===== config.mk =====
export PLATFORM = sky130hd
export DESIGN_NAME = dccam_top
export DESIGN_NICKNAME = d
export VERILOG_FILES = /design/src/dccam_pkg.sv /design/src/dccam_comparator.sv /design/src/dccam_top.sv
export SDC_FILE = /design/constraint.sdc
export NUM_CORES = 1
export LEC_CHECK = 0
export ABC_AREA = 1
export BUFFER_PORTS_ARGS = -buffer_cell sky130_fd_sc_hd__buf_2
export CORE_MARGIN = 2
export CORE_UTILIZATION = 50
export CTS_CLUSTER_SIZE = 12
export DETAILED_ROUTE_END_ITERATION = 10
export HOLD_SLACK_MARGIN = 0.12
export PLACE_DENSITY = 0.89
export RECOVER_POWER = 100
export SLEW_MARGIN = 20
export SYNTH_ARGS = -nofsm -noshare
export SYNTH_HDL_FRONTEND = slang
export SYNTH_SLANG_ARGS = --single-unit

===== constraint.sdc =====
create_clock -name clock -period 2.1 [get_ports clock]
set_input_delay 0.42 -clock clock [delete_from_list [all_inputs] [get_ports clock]]
set_output_delay 0.42 -clock clock [all_outputs]
set_load 0.01 [all_outputs]

===== src/dccam_pkg.sv =====
// Package for the comparator C address-match block: register map, fields and carrier types
package dccam_pkg;

  localparam int ADDR_W = 8;
  localparam int DATA_W = 32;
  localparam int IDX_LSB = 2;
  localparam int IDX_W = 6;

  // Register indices; the byte address is four times the index
  localparam logic [IDX_W-1:0] IDX_PAGE_EXT = 6'h25;
  localparam logic [IDX_W-1:0] IDX_ADDR_HIGH = 6'h26;
  localparam logic [IDX_W-1:0] IDX_ADDR_LOW = 6'h27;
  localparam logic [IDX_W-1:0] IDX_CTRL = 6'h28;
  localparam logic [IDX_W-1:0] IDX_STATUS = 6'h29;

  // Page extension fields
  localparam int PAGING_SELECT_MSB = 7;
  localparam int PAGING_SELECT_LSB = 6;
  localparam int EXT_W = 6;

  // Control and status fields
  localparam int BRK_EN_BIT = 3;
  localparam int STAT_LIVE_BIT = 0;
  localparam int STAT_SEEN_BIT = 1;
  localparam int STAT_MODE_BIT = 2;

  localparam logic [7:0] PAGE_EXT_RST = 8'h00;
  localparam logic [7:0] ADDR_HIGH_RST = 8'h00;
  localparam logic [7:0] ADDR_LOW_RST = 8'h00;
  localparam logic BRK_EN_RST = 1'b0;

  localparam logic [1:0] RESP_OKAY = 2'h0;
  localparam logic [1:0] RESP_SLVERR = 2'h2;

  typedef enum logic {PM_NORMAL, PM_PROGRAM} dccam_page_mode_t;

  typedef struct packed {
    logic [7:0] program_page_index;
    logic [15:0] core_address_bus;
  } dccam_core_bus_t;

  typedef struct packed {
    logic [7:0] page_ext;
    logic [15:0] compare;
  } dccam_cmp_cfg_t;

  // The upper paging-select bit selects unimplemented paging, so only the low bit counts
  function automatic dccam_page_mode_t dccam_eff_mode(input logic [7:0] page_ext);
    return page_ext[PAGING_SELECT_LSB] ? PM_PROGRAM : PM_NORMAL;
  endfunction

endpackage


===== src/dccam_comparator.sv =====
// Address comparator with optional program-page extension
`timescale 1ns/1ps
module dccam_comparator
  import dccam_pkg::*;
(
  input wire dccam_cmp_cfg_t cfg,
  input wire dccam_core_bus_t core,
  output logic hit
);

  logic [21:0] expanded_address_bus;
  logic [7:0] high_ref;
  logic ext_ok;
  dccam_page_mode_t mode;

  always_comb
  begin
    mode = dccam_eff_mode(cfg.page_ext);
    // Page index replaces address bits 21:14 of the expanded bus
    expanded_address_bus = {core.program_page_index, core.core_address_bus[13:0]};
    unique case (mode)
      PM_NORMAL:
      begin
        high_ref = core.core_address_bus[15:8];
        ext_ok = 1'b1;
      end
      PM_PROGRAM:
      begin
        high_ref = {expanded_address_bus[15:14], core.core_address_bus[13:8]};
        ext_ok = cfg.page_ext[EXT_W-1:0] == expanded_address_bus[21:16];
      end
    endcase
    hit = ext_ok && (high_ref == cfg.compare[15:8])
      && (core.core_address_bus[7:0] == cfg.compare[7:0]);
  end

endmodule // dccam_comparator


===== src/dccam_top.sv =====
// Comparator C address match with AXI4-Lite register access
//
// Design decision made here: the AXI4-Lite interface to the registers.
`timescale 1ns/1ps
module dccam_top
  import dccam_pkg::*;
(
  input wire logic clock,
  input wire logic sys_rst,
  input wire logic [ADDR_W-1:0] s_axi_awaddr,
  input wire logic s_axi_awvalid,
  output logic s_axi_awready,
  input wire logic [DATA_W-1:0] s_axi_wdata,
  input wire logic [3:0] s_axi_wstrb,
  input wire logic s_axi_wvalid,
  output logic s_axi_wready,
  output logic [1:0] s_axi_bresp,
  output logic s_axi_bvalid,
  input wire logic s_axi_bready,
  input wire logic [ADDR_W-1:0] s_axi_araddr,
  input wire logic s_axi_arvalid,
  output logic s_axi_arready,
  output logic [DATA_W-1:0] s_axi_rdata,
  output logic [1:0] s_axi_rresp,
  output logic s_axi_rvalid,
  input wire logic s_axi_rready,
  input wire dccam_core_bus_t core,
  input wire logic arm_pulse,
  input wire logic loop_capture_mode,
  output logic comp_c_match,
  output logic comp_c_break
);

  logic [7:0] page_ext_reg, addr_high_reg, addr_low_reg;
  logic brk_en_reg, seen_reg, match_reg, break_reg, aw_held_reg, w_held_reg, bvalid_reg, rvalid_reg;
  logic [ADDR_W-1:0] awaddr_reg;
  logic [DATA_W-1:0] wdata_reg, rdata_reg;
  logic [3:0] wstrb_reg;
  logic [1:0] bresp_reg, rresp_reg;
  logic aw_take, w_take, ar_take, do_write, wr_lane0, arm_clear, cmp_hit;
  logic [IDX_W-1:0] wr_idx, rd_idx;
  dccam_cmp_cfg_t cfg;

  function automatic logic idx_mapped(input logic [IDX_W-1:0] idx);
    return idx >= IDX_PAGE_EXT && idx <= IDX_STATUS;
  endfunction

  assign s_axi_awready = !aw_held_reg && !bvalid_reg;
  assign s_axi_wready = !w_held_reg && !bvalid_reg;
  assign s_axi_arready = !rvalid_reg;
  assign aw_take = s_axi_awvalid && s_axi_awready;
  assign w_take = s_axi_wvalid && s_axi_wready;
  assign ar_take = s_axi_arvalid && s_axi_arready;
  assign do_write = aw_held_reg && w_held_reg;
  assign wr_idx = awaddr_reg[IDX_LSB +: IDX_W];
  assign rd_idx = s_axi_araddr[IDX_LSB +: IDX_W];
  // Registers are eight bits wide and live in byte lane 0
  assign wr_lane0 = do_write && wstrb_reg[0];
  assign arm_clear = arm_pulse && loop_capture_mode;
  assign s_axi_bvalid = bvalid_reg;
  assign s_axi_bresp = bresp_reg;
  assign s_axi_rvalid = rvalid_reg;
  assign s_axi_rresp = rresp_reg;
  assign s_axi_rdata = rdata_reg;
  assign comp_c_match = match_reg;
  assign comp_c_break = break_reg;
  assign cfg = '{page_ext: page_ext_reg, compare: {addr_high_reg, addr_low_reg}};

  // Address and data are caught independently so the master may offer them in any order
  always_ff @(posedge clock)
  begin
    if (sys_rst)
    begin
      aw_held_reg <= 1'b0;
      awaddr_reg <= '0;
    end
    else if (aw_take)
    begin
      aw_held_reg <= 1'b1;
      awaddr_reg <= s_axi_awaddr;
    end
    else if (do_write)
      aw_held_reg <= 1'b0;
  end

  always_ff @(posedge clock)
  begin
    if (sys_rst)
    begin
      w_held_reg <= 1'b0;
      wdata_reg <= '0;
      wstrb_reg <= '0;
    end
    else if (w_take)
    begin
      w_held_reg <= 1'b1;
      wdata_reg <= s_axi_wdata;
      wstrb_reg <= s_axi_wstrb;
    end
    else if (do_write)
      w_held_reg <= 1'b0;
  end

  always_ff @(posedge clock)
  begin
    if (sys_rst)
    begin
      bvalid_reg <= 1'b0;
      bresp_reg <= RESP_OKAY;
    end
    else if (do_write)
    begin
      bvalid_reg <= 1'b1;
      bresp_reg <= idx_mapped(wr_idx) ? RESP_OKAY : RESP_SLVERR;
    end
    else if (s_axi_bready)
      bvalid_reg <= 1'b0;
  end

  always_ff @(posedge clock)
  begin
    if (sys_rst)
      page_ext_reg <= PAGE_EXT_RST;
    else if (wr_lane0 && wr_idx == IDX_PAGE_EXT)
      page_ext_reg <= wdata_reg[7:0];
  end

  // Arming in loop capture wins over a software write in the same cycle
  always_ff @(posedge clock)
  begin
    if (sys_rst || arm_clear)
    begin
      addr_high_reg <= ADDR_HIGH_RST;
      addr_low_reg <= ADDR_LOW_RST;
    end
    else if (wr_lane0)
    begin
      if (wr_idx == IDX_ADDR_HIGH)
        addr_high_reg <= wdata_reg[7:0];
      if (wr_idx == IDX_ADDR_LOW)
        addr_low_reg <= wdata_reg[7:0];
    end
  end

  always_ff @(posedge clock)
  begin
    if (sys_rst || arm_clear)
      brk_en_reg <= BRK_EN_RST;
    else if (wr_lane0 && wr_idx == IDX_CTRL)
      brk_en_reg <= wdata_reg[BRK_EN_BIT];
  end

  dccam_comparator u_cmp (
    .cfg(cfg),
    .core(core),
    .hit(cmp_hit)
  );

  // Match is not gated by breakpoint or trace mode, so it serves either one
  always_ff @(posedge clock)
  begin
    if (sys_rst)
    begin
      match_reg <= 1'b0;
      break_reg <= 1'b0;
    end
    else
    begin
      match_reg <= cmp_hit;
      break_reg <= cmp_hit && brk_en_reg;
    end
  end

  // Sticky match flag: a new hit beats a clear written in the same cycle
  always_ff @(posedge clock)
  begin
    if (sys_rst)
      seen_reg <= 1'b0;
    else if (cmp_hit)
      seen_reg <= 1'b1;
    else if (wr_lane0 && wr_idx == IDX_STATUS && wdata_reg[STAT_SEEN_BIT])
      seen_reg <= 1'b0;
  end

  always_ff @(posedge clock)
  begin
    if (sys_rst)
    begin
      rvalid_reg <= 1'b0;
      rresp_reg <= RESP_OKAY;
      rdata_reg <= '0;
    end
    else if (ar_take)
    begin
      rvalid_reg <= 1'b1;
      rresp_reg <= idx_mapped(rd_idx) ? RESP_OKAY : RESP_SLVERR;
      rdata_reg <= '0;
      unique case (rd_idx)
        IDX_PAGE_EXT: rdata_reg[7:0] <= page_ext_reg;
        IDX_ADDR_HIGH: rdata_reg[7:0] <= addr_high_reg;
        IDX_ADDR_LOW: rdata_reg[7:0] <= addr_low_reg;
        IDX_CTRL: rdata_reg[BRK_EN_BIT] <= brk_en_reg;
        IDX_STATUS:
        begin
          rdata_reg[STAT_LIVE_BIT] <= match_reg;
          rdata_reg[STAT_SEEN_BIT] <= seen_reg;
          rdata_reg[STAT_MODE_BIT] <= dccam_eff_mode(page_ext_reg) == PM_PROGRAM;
        end
        default: rdata_reg <= '0;
      endcase
    end
    else if (s_axi_rready)
      rvalid_reg <= 1'b0;
  end
endmodule // dccam_top


* Word-level counts from Yosys, hierarchy flattened
Index checks and enable logic that the tools add are counted.
** Storage, ports and cells
- Output and inout bits :: 43
- Bits in registers :: 61
- Word-level logic and storage cells :: 81
- Latch bits :: 0
- Memories kept :: 0
- ROM bits :: 0
- Memory bits (writable) :: 0
** Cells by class
- Mux-type cells :: 17
- Bitwise operators :: 1
- Shifts and indexed selects :: 0
- Equal/unequal tests :: 13
- $mul :: 0
- Reduce and logical (&&, ||, !) cells :: 29
- $lt $le $gt $ge :: 4
- Add/sub/neg operators :: 0
- Div/mod/pow operators :: 0
** Operators by type and width (count)
- $eq 6x6->1 const B :: 10
- $logic_and 1x1->1 :: 17
- $eq 8x8->1 :: 2
- $pmux 8 s2 :: 1
- $ge 6x6->1 const B :: 2
- $le 6x6->1 const B :: 2
- $pmux 3 s4 :: 1
- $pmux 4 s3 :: 1
- $mux 1 :: 10
- $reduce_bool 2->1 :: 5
- $eq 6x6->1 :: 1
- $logic_not 1->1 :: 4
- $mux 2 :: 2
- $pmux 1 s4 :: 1
- $reduce_and 2->1 :: 2
- $pmux 1 s2 :: 1
- $logic_or 1x1->1 :: 1
- $not 1->1 :: 1

* Longest topological paths before layout
- Depth after elaboration :: 7
- Depth in mapped cells :: 8
- Mapped depth without buffers :: 8

* Modules after synthesis
From an unflattened synthesis, not the netlist that was laid out.
** Second synthesis, totals
- Cell total of the unflattened synthesis :: 459
- Area total of the unflattened synthesis :: 3086.7 um^2
** Modules (own cells, without submodules)
- dccam_top :: cells an instance 356, area an instance 2638.8 um^2, instances 1
- dccam_comparator :: cells an instance 103, area an instance 447.9 um^2, instances 1

* Least setup slack after synthesis
OpenSTA, ideal clock, no wires.
- Kind :: input to register
- Start point :: input s_axi_araddr[6]
- End point :: register rresp_reg[1] (netlist: s_axi_rresp[1])
- Setup slack :: 0.858 ns
- Path buffers :: 1
- Arrival time :: 1.119 ns
- Required time :: 1.977 ns
- Stages :: 7
- Cells stage by stage :: inv_1 nand2_1 nor2_2 buf_4 o21ai_0 a21oi_1 nor3_1
** On the way
- Word-level cells in the longest chain between the ends :: 3
- Elaborated cells between the ends (all ways) :: 4
- Those cells by class :: order compare: 2; mux: 1; reduce/logical: 1
** RTL lines
- start, declared :: line dccam_top.sv:20 : input wire logic [ADDR_W-1:0] s_axi_araddr,
- $ge 6x6->1 / $le 6x6->1 (equally long branches) :: line dccam_top.sv:45 : return idx >= IDX_PAGE_EXT && idx <= IDX_STATUS;
- $logic_and 1x1->1 (*) :: line dccam_top.sv:45
- $mux 2 (*) :: line dccam_top.sv:196 : rresp_reg <= idx_mapped(rd_idx) ? RESP_OKAY : RESP_SLVERR;
- end signal, assigned :: line dccam_top.sv:196
- end, declared :: line dccam_top.sv:39 : logic [1:0] bresp_reg, rresp_reg;
Every way passes the cells marked *; elsewhere a longest branch is shown, timed or not.
A chain may end at the register's enable or synchronous reset.

* Worst setup path after layout
- Start point :: register w_held_reg
- End point :: register addr_high_reg[2]
** On the way
- Word-level cells in the longest chain between the ends :: 3
** RTL lines
- start, declared :: line dccam_top.sv:35 : logic brk_en_reg, seen_reg, match_reg, break_reg, aw_held_reg, w_held_reg, bvalid_reg, rvalid_reg;
- start signal, assigned :: line dccam_top.sv:90 : w_held_reg <= 1'b0;
- start signal, assigned :: line dccam_top.sv:96 : w_held_reg <= 1'b1;
- start signal, assigned :: line dccam_top.sv:101 : w_held_reg <= 1'b0;
- $logic_and 1x1->1 :: line dccam_top.sv:54 : assign do_write = aw_held_reg && w_held_reg;
- $logic_and 1x1->1 :: line dccam_top.sv:58 : assign wr_lane0 = do_write && wstrb_reg[0];
- $reduce_and 2->1 (no source line)
- end signal, assigned :: line dccam_top.sv:139 : addr_high_reg <= wdata_reg[7:0];
- end, declared :: line dccam_top.sv:34 : logic [7:0] page_ext_reg, addr_high_reg, addr_low_reg;
No other way between the ends.

==> summary.txt <==
Hold crit path type: input port to flop
Die area: 0.00674 mm2
Clock-pin slew on the worst setup and hold paths: 0.06 ns
First-pass DRT Iterations: 6
H-tree depth: 3
Setup Crit Path Kind: flop to flop
Vias: 3099
Cell Area, Synth: 0.00305 mm2
R2r setup slk: 0.45 ns
Slowest CP cell: dfxtp_1
Final period utilization: 78.4%
Largest net degree at the start of global routing: 27
Detailed Route Iter0 Violations: 268
Main flop type after synthesis: dfxtp_1
Port bufs: 70
Crit path largest cell delay: 0.36 ns
Total Routing Usage GR: 24.0%
Layout cell share with drive strength beyond 1: 14.9%
CP Launch Type: flop
CTS tree: built
Ranking of synthesized cells by area: dfxtp_1 37%, nand2_1 13%, inv_1 7.9%, buf_4 6.7%, a21oi_1 6.4%
Area growth, synth to finish: 14.9%
WHS Path Cells: 3
Post_cts resized: 0
Post-CTS Hold Buffers: 0
Hold endpoint: wdata_reg[6]
Nets: 612
Status: complete, no violations
Maximum root-to-sink buffer count: 2
Max Cap Viol: 0
Final Setup Violations: 0
Syn Area/Cell: 6.70 um2
Async S/R FF share, synth: 0%
R2R depth: 5
P_leak: 1.68 nW
First-pass GRT wire length: 12100 um
Core Rows: 28
Unrepaired setup endpoints after global routing: no
Vias in the first global route: 2792
Cell Chain, Critical Path: nand2_1, nor2_8, nand4_2, o21ai_0, a21oi_1
CP required: 2.32 ns
Placed cell areas: 0.00334 mm2
Synth Warn #: 0
Fin. Hold Viols: 0
Mapped Cells: 455
Slew Viols, Final: 0
Peak VDD IR: 0.471 mV
Final HPWL DP: 5800 um
List of most frequent post-synthesis cells: 105 x nand2_1, 64 x inv_1, 57 x dfxtp_1
Clock sinks: 57
Antenna violations before repair: 0
Final instance area: 0.00350 mm2
Via density per instance: 5.11
Inst Count DP: 591
TritonCTS Buffers: 9
Grt total ovfl: 0
Crit Path Max Fanout: 16
Post-CTS Setup Inserts: 0
Die width: 82.1 um
Clock root buffer: clkbuf_8
Final core occ: 59.2%
Cell family with most CP delay: simple AND/OR/NAND/NOR gates
Initial Util: 51.5%
Number of synthesized flops with an enable pin: 0
Final ANT Viol Nets: 0
Layout Cells excl Fill: 606
Most frequent cell after synthesis: nand2_1
WP data arrival: 1.87 ns
Count of cell types in the netlist: 31
Reg-to-reg endpoint: addr_high_reg[2]
Tmin final: 1.65 ns
Setup TNS: 0 ns
# DRC: 0
Seq cells post-synth: 57
Die extent in y: 82.1 um
Maximum clock rate: 608 MHz
Yosys top cell by area: dfxtp_1
Total Wirelength: 7730 um
CP bufs+invs: 0
Routability cong.: 0.938
Crit. End Element: flop
HP Start: s_axi_wdata[6]
Slew margin rel.: 46.8%
RR Startpoint: w_held_reg
N_diodes: 0
Synth top area share: 37.4%
Pwr dens: 705 mW/mm2
Core area: 0.00592 mm2
Clk_lat worst skew: 0.34 ns
Skew final: 0.0107 ns
Io pins: 128
Slew @ Worst Pin: 0.796 ns
Post-synthesis sequential area ratio: 37.4%
DR WL/cell: 12.8 um
==> cells in the final DEF, fill, tap and decap left out, types with 2 or more instances in the layout <==
cell,netlist,layout
a211oi_1,7,8
a21oi_1,39,39
buf_2,2,53
buf_4,27,3
clkbuf_1,5,18
clkbuf_8,0,11
clkinv_2,0,2
conb_1,1,26
dfxtp_1,57,57
inv_1,64,64
nand2_1,105,106
nand3_1,38,38
nor2_1,43,44
nor2_2,3,2
nor3_1,5,5
o21ai_0,36,38
o21ai_1,5,3
==> layer usage <==
metal | global-route usage (%) | part of all wire [%]
met4 | 13.8 | 3.2
met2 | 43.3 | 50
met3 | 3.85 | 6.7
met1 | 26.6 | 40
met5 | 0 | 0
==> worst max-delay path by stage <==
stage / startpoint / end / slack [ns] / cells after the start
after global routing: w_held_reg / addr_high_reg[0] / 0.29 / 5
after detailed placement: s_axi_araddr[6] / s_axi_rdata[5] / 0.43 / 8
after global placement: s_axi_araddr[6] / s_axi_rdata[0] / 0.54 / 8
after CTS: awaddr_reg[6] / addr_high_reg[2] / 0.58 / 6
after floorplan: s_axi_araddr[6] / s_axi_rresp[1] / 0.86 / 7
final: w_held_reg / addr_high_reg[2] / 0.45 / 5
==> area by class of cell <==
type                    count  area [um2]
clock inverters             3        40.0
repair buffers             73         352
multi-input cells         321        1480
clock buffers              12         155
inverters                  65         244
flip-flops and latches     57        1140
well taps                  75        93.8
fillers                   587        2420
==> stage by stage <==
stage	hold WS [ns]	power, W	worst slack [ns]
global route	0.355	0.00256	0.293
floorplan	0.424	0.00138	0.858
CTS	0.333	0.00247	0.580
finish	0.334	0.00247	0.454
detailed placement	0.448	0.00146	0.433
global placement	0.440	0.00144	0.541
==> tightest hold or removal path: cells and delay by family <==
kind            cells  cell delay [ns]
buf+inv             1             0.07
simple gates        1             0.08
compound gates      1             0.07
==> power breakdown <==
part	switching, W	internal (W)	total (W)
registers	0.0000395	0.00112	0.00116
clock network	0.000436	0.000602	0.00104
logic	0.000179	0.0000953	0.000275
==> cells by family (layout without fill, tap and decap cells) <==
family | after synthesis | after routing | share of synthesized area, %
AOI/OAI and AO/OA | 91 | 91 | 16.1
other | 1 | 26 | 0.123
buffers and inverters | 102 | 153 | 16.7
xor gates and xnor gates | 1 | 1 | 0.287
and+or+nand+nor | 203 | 203 | 29.4
DFF | 57 | 57 | 37.4
Note: power is estimated with default switching activity, not from simulation.
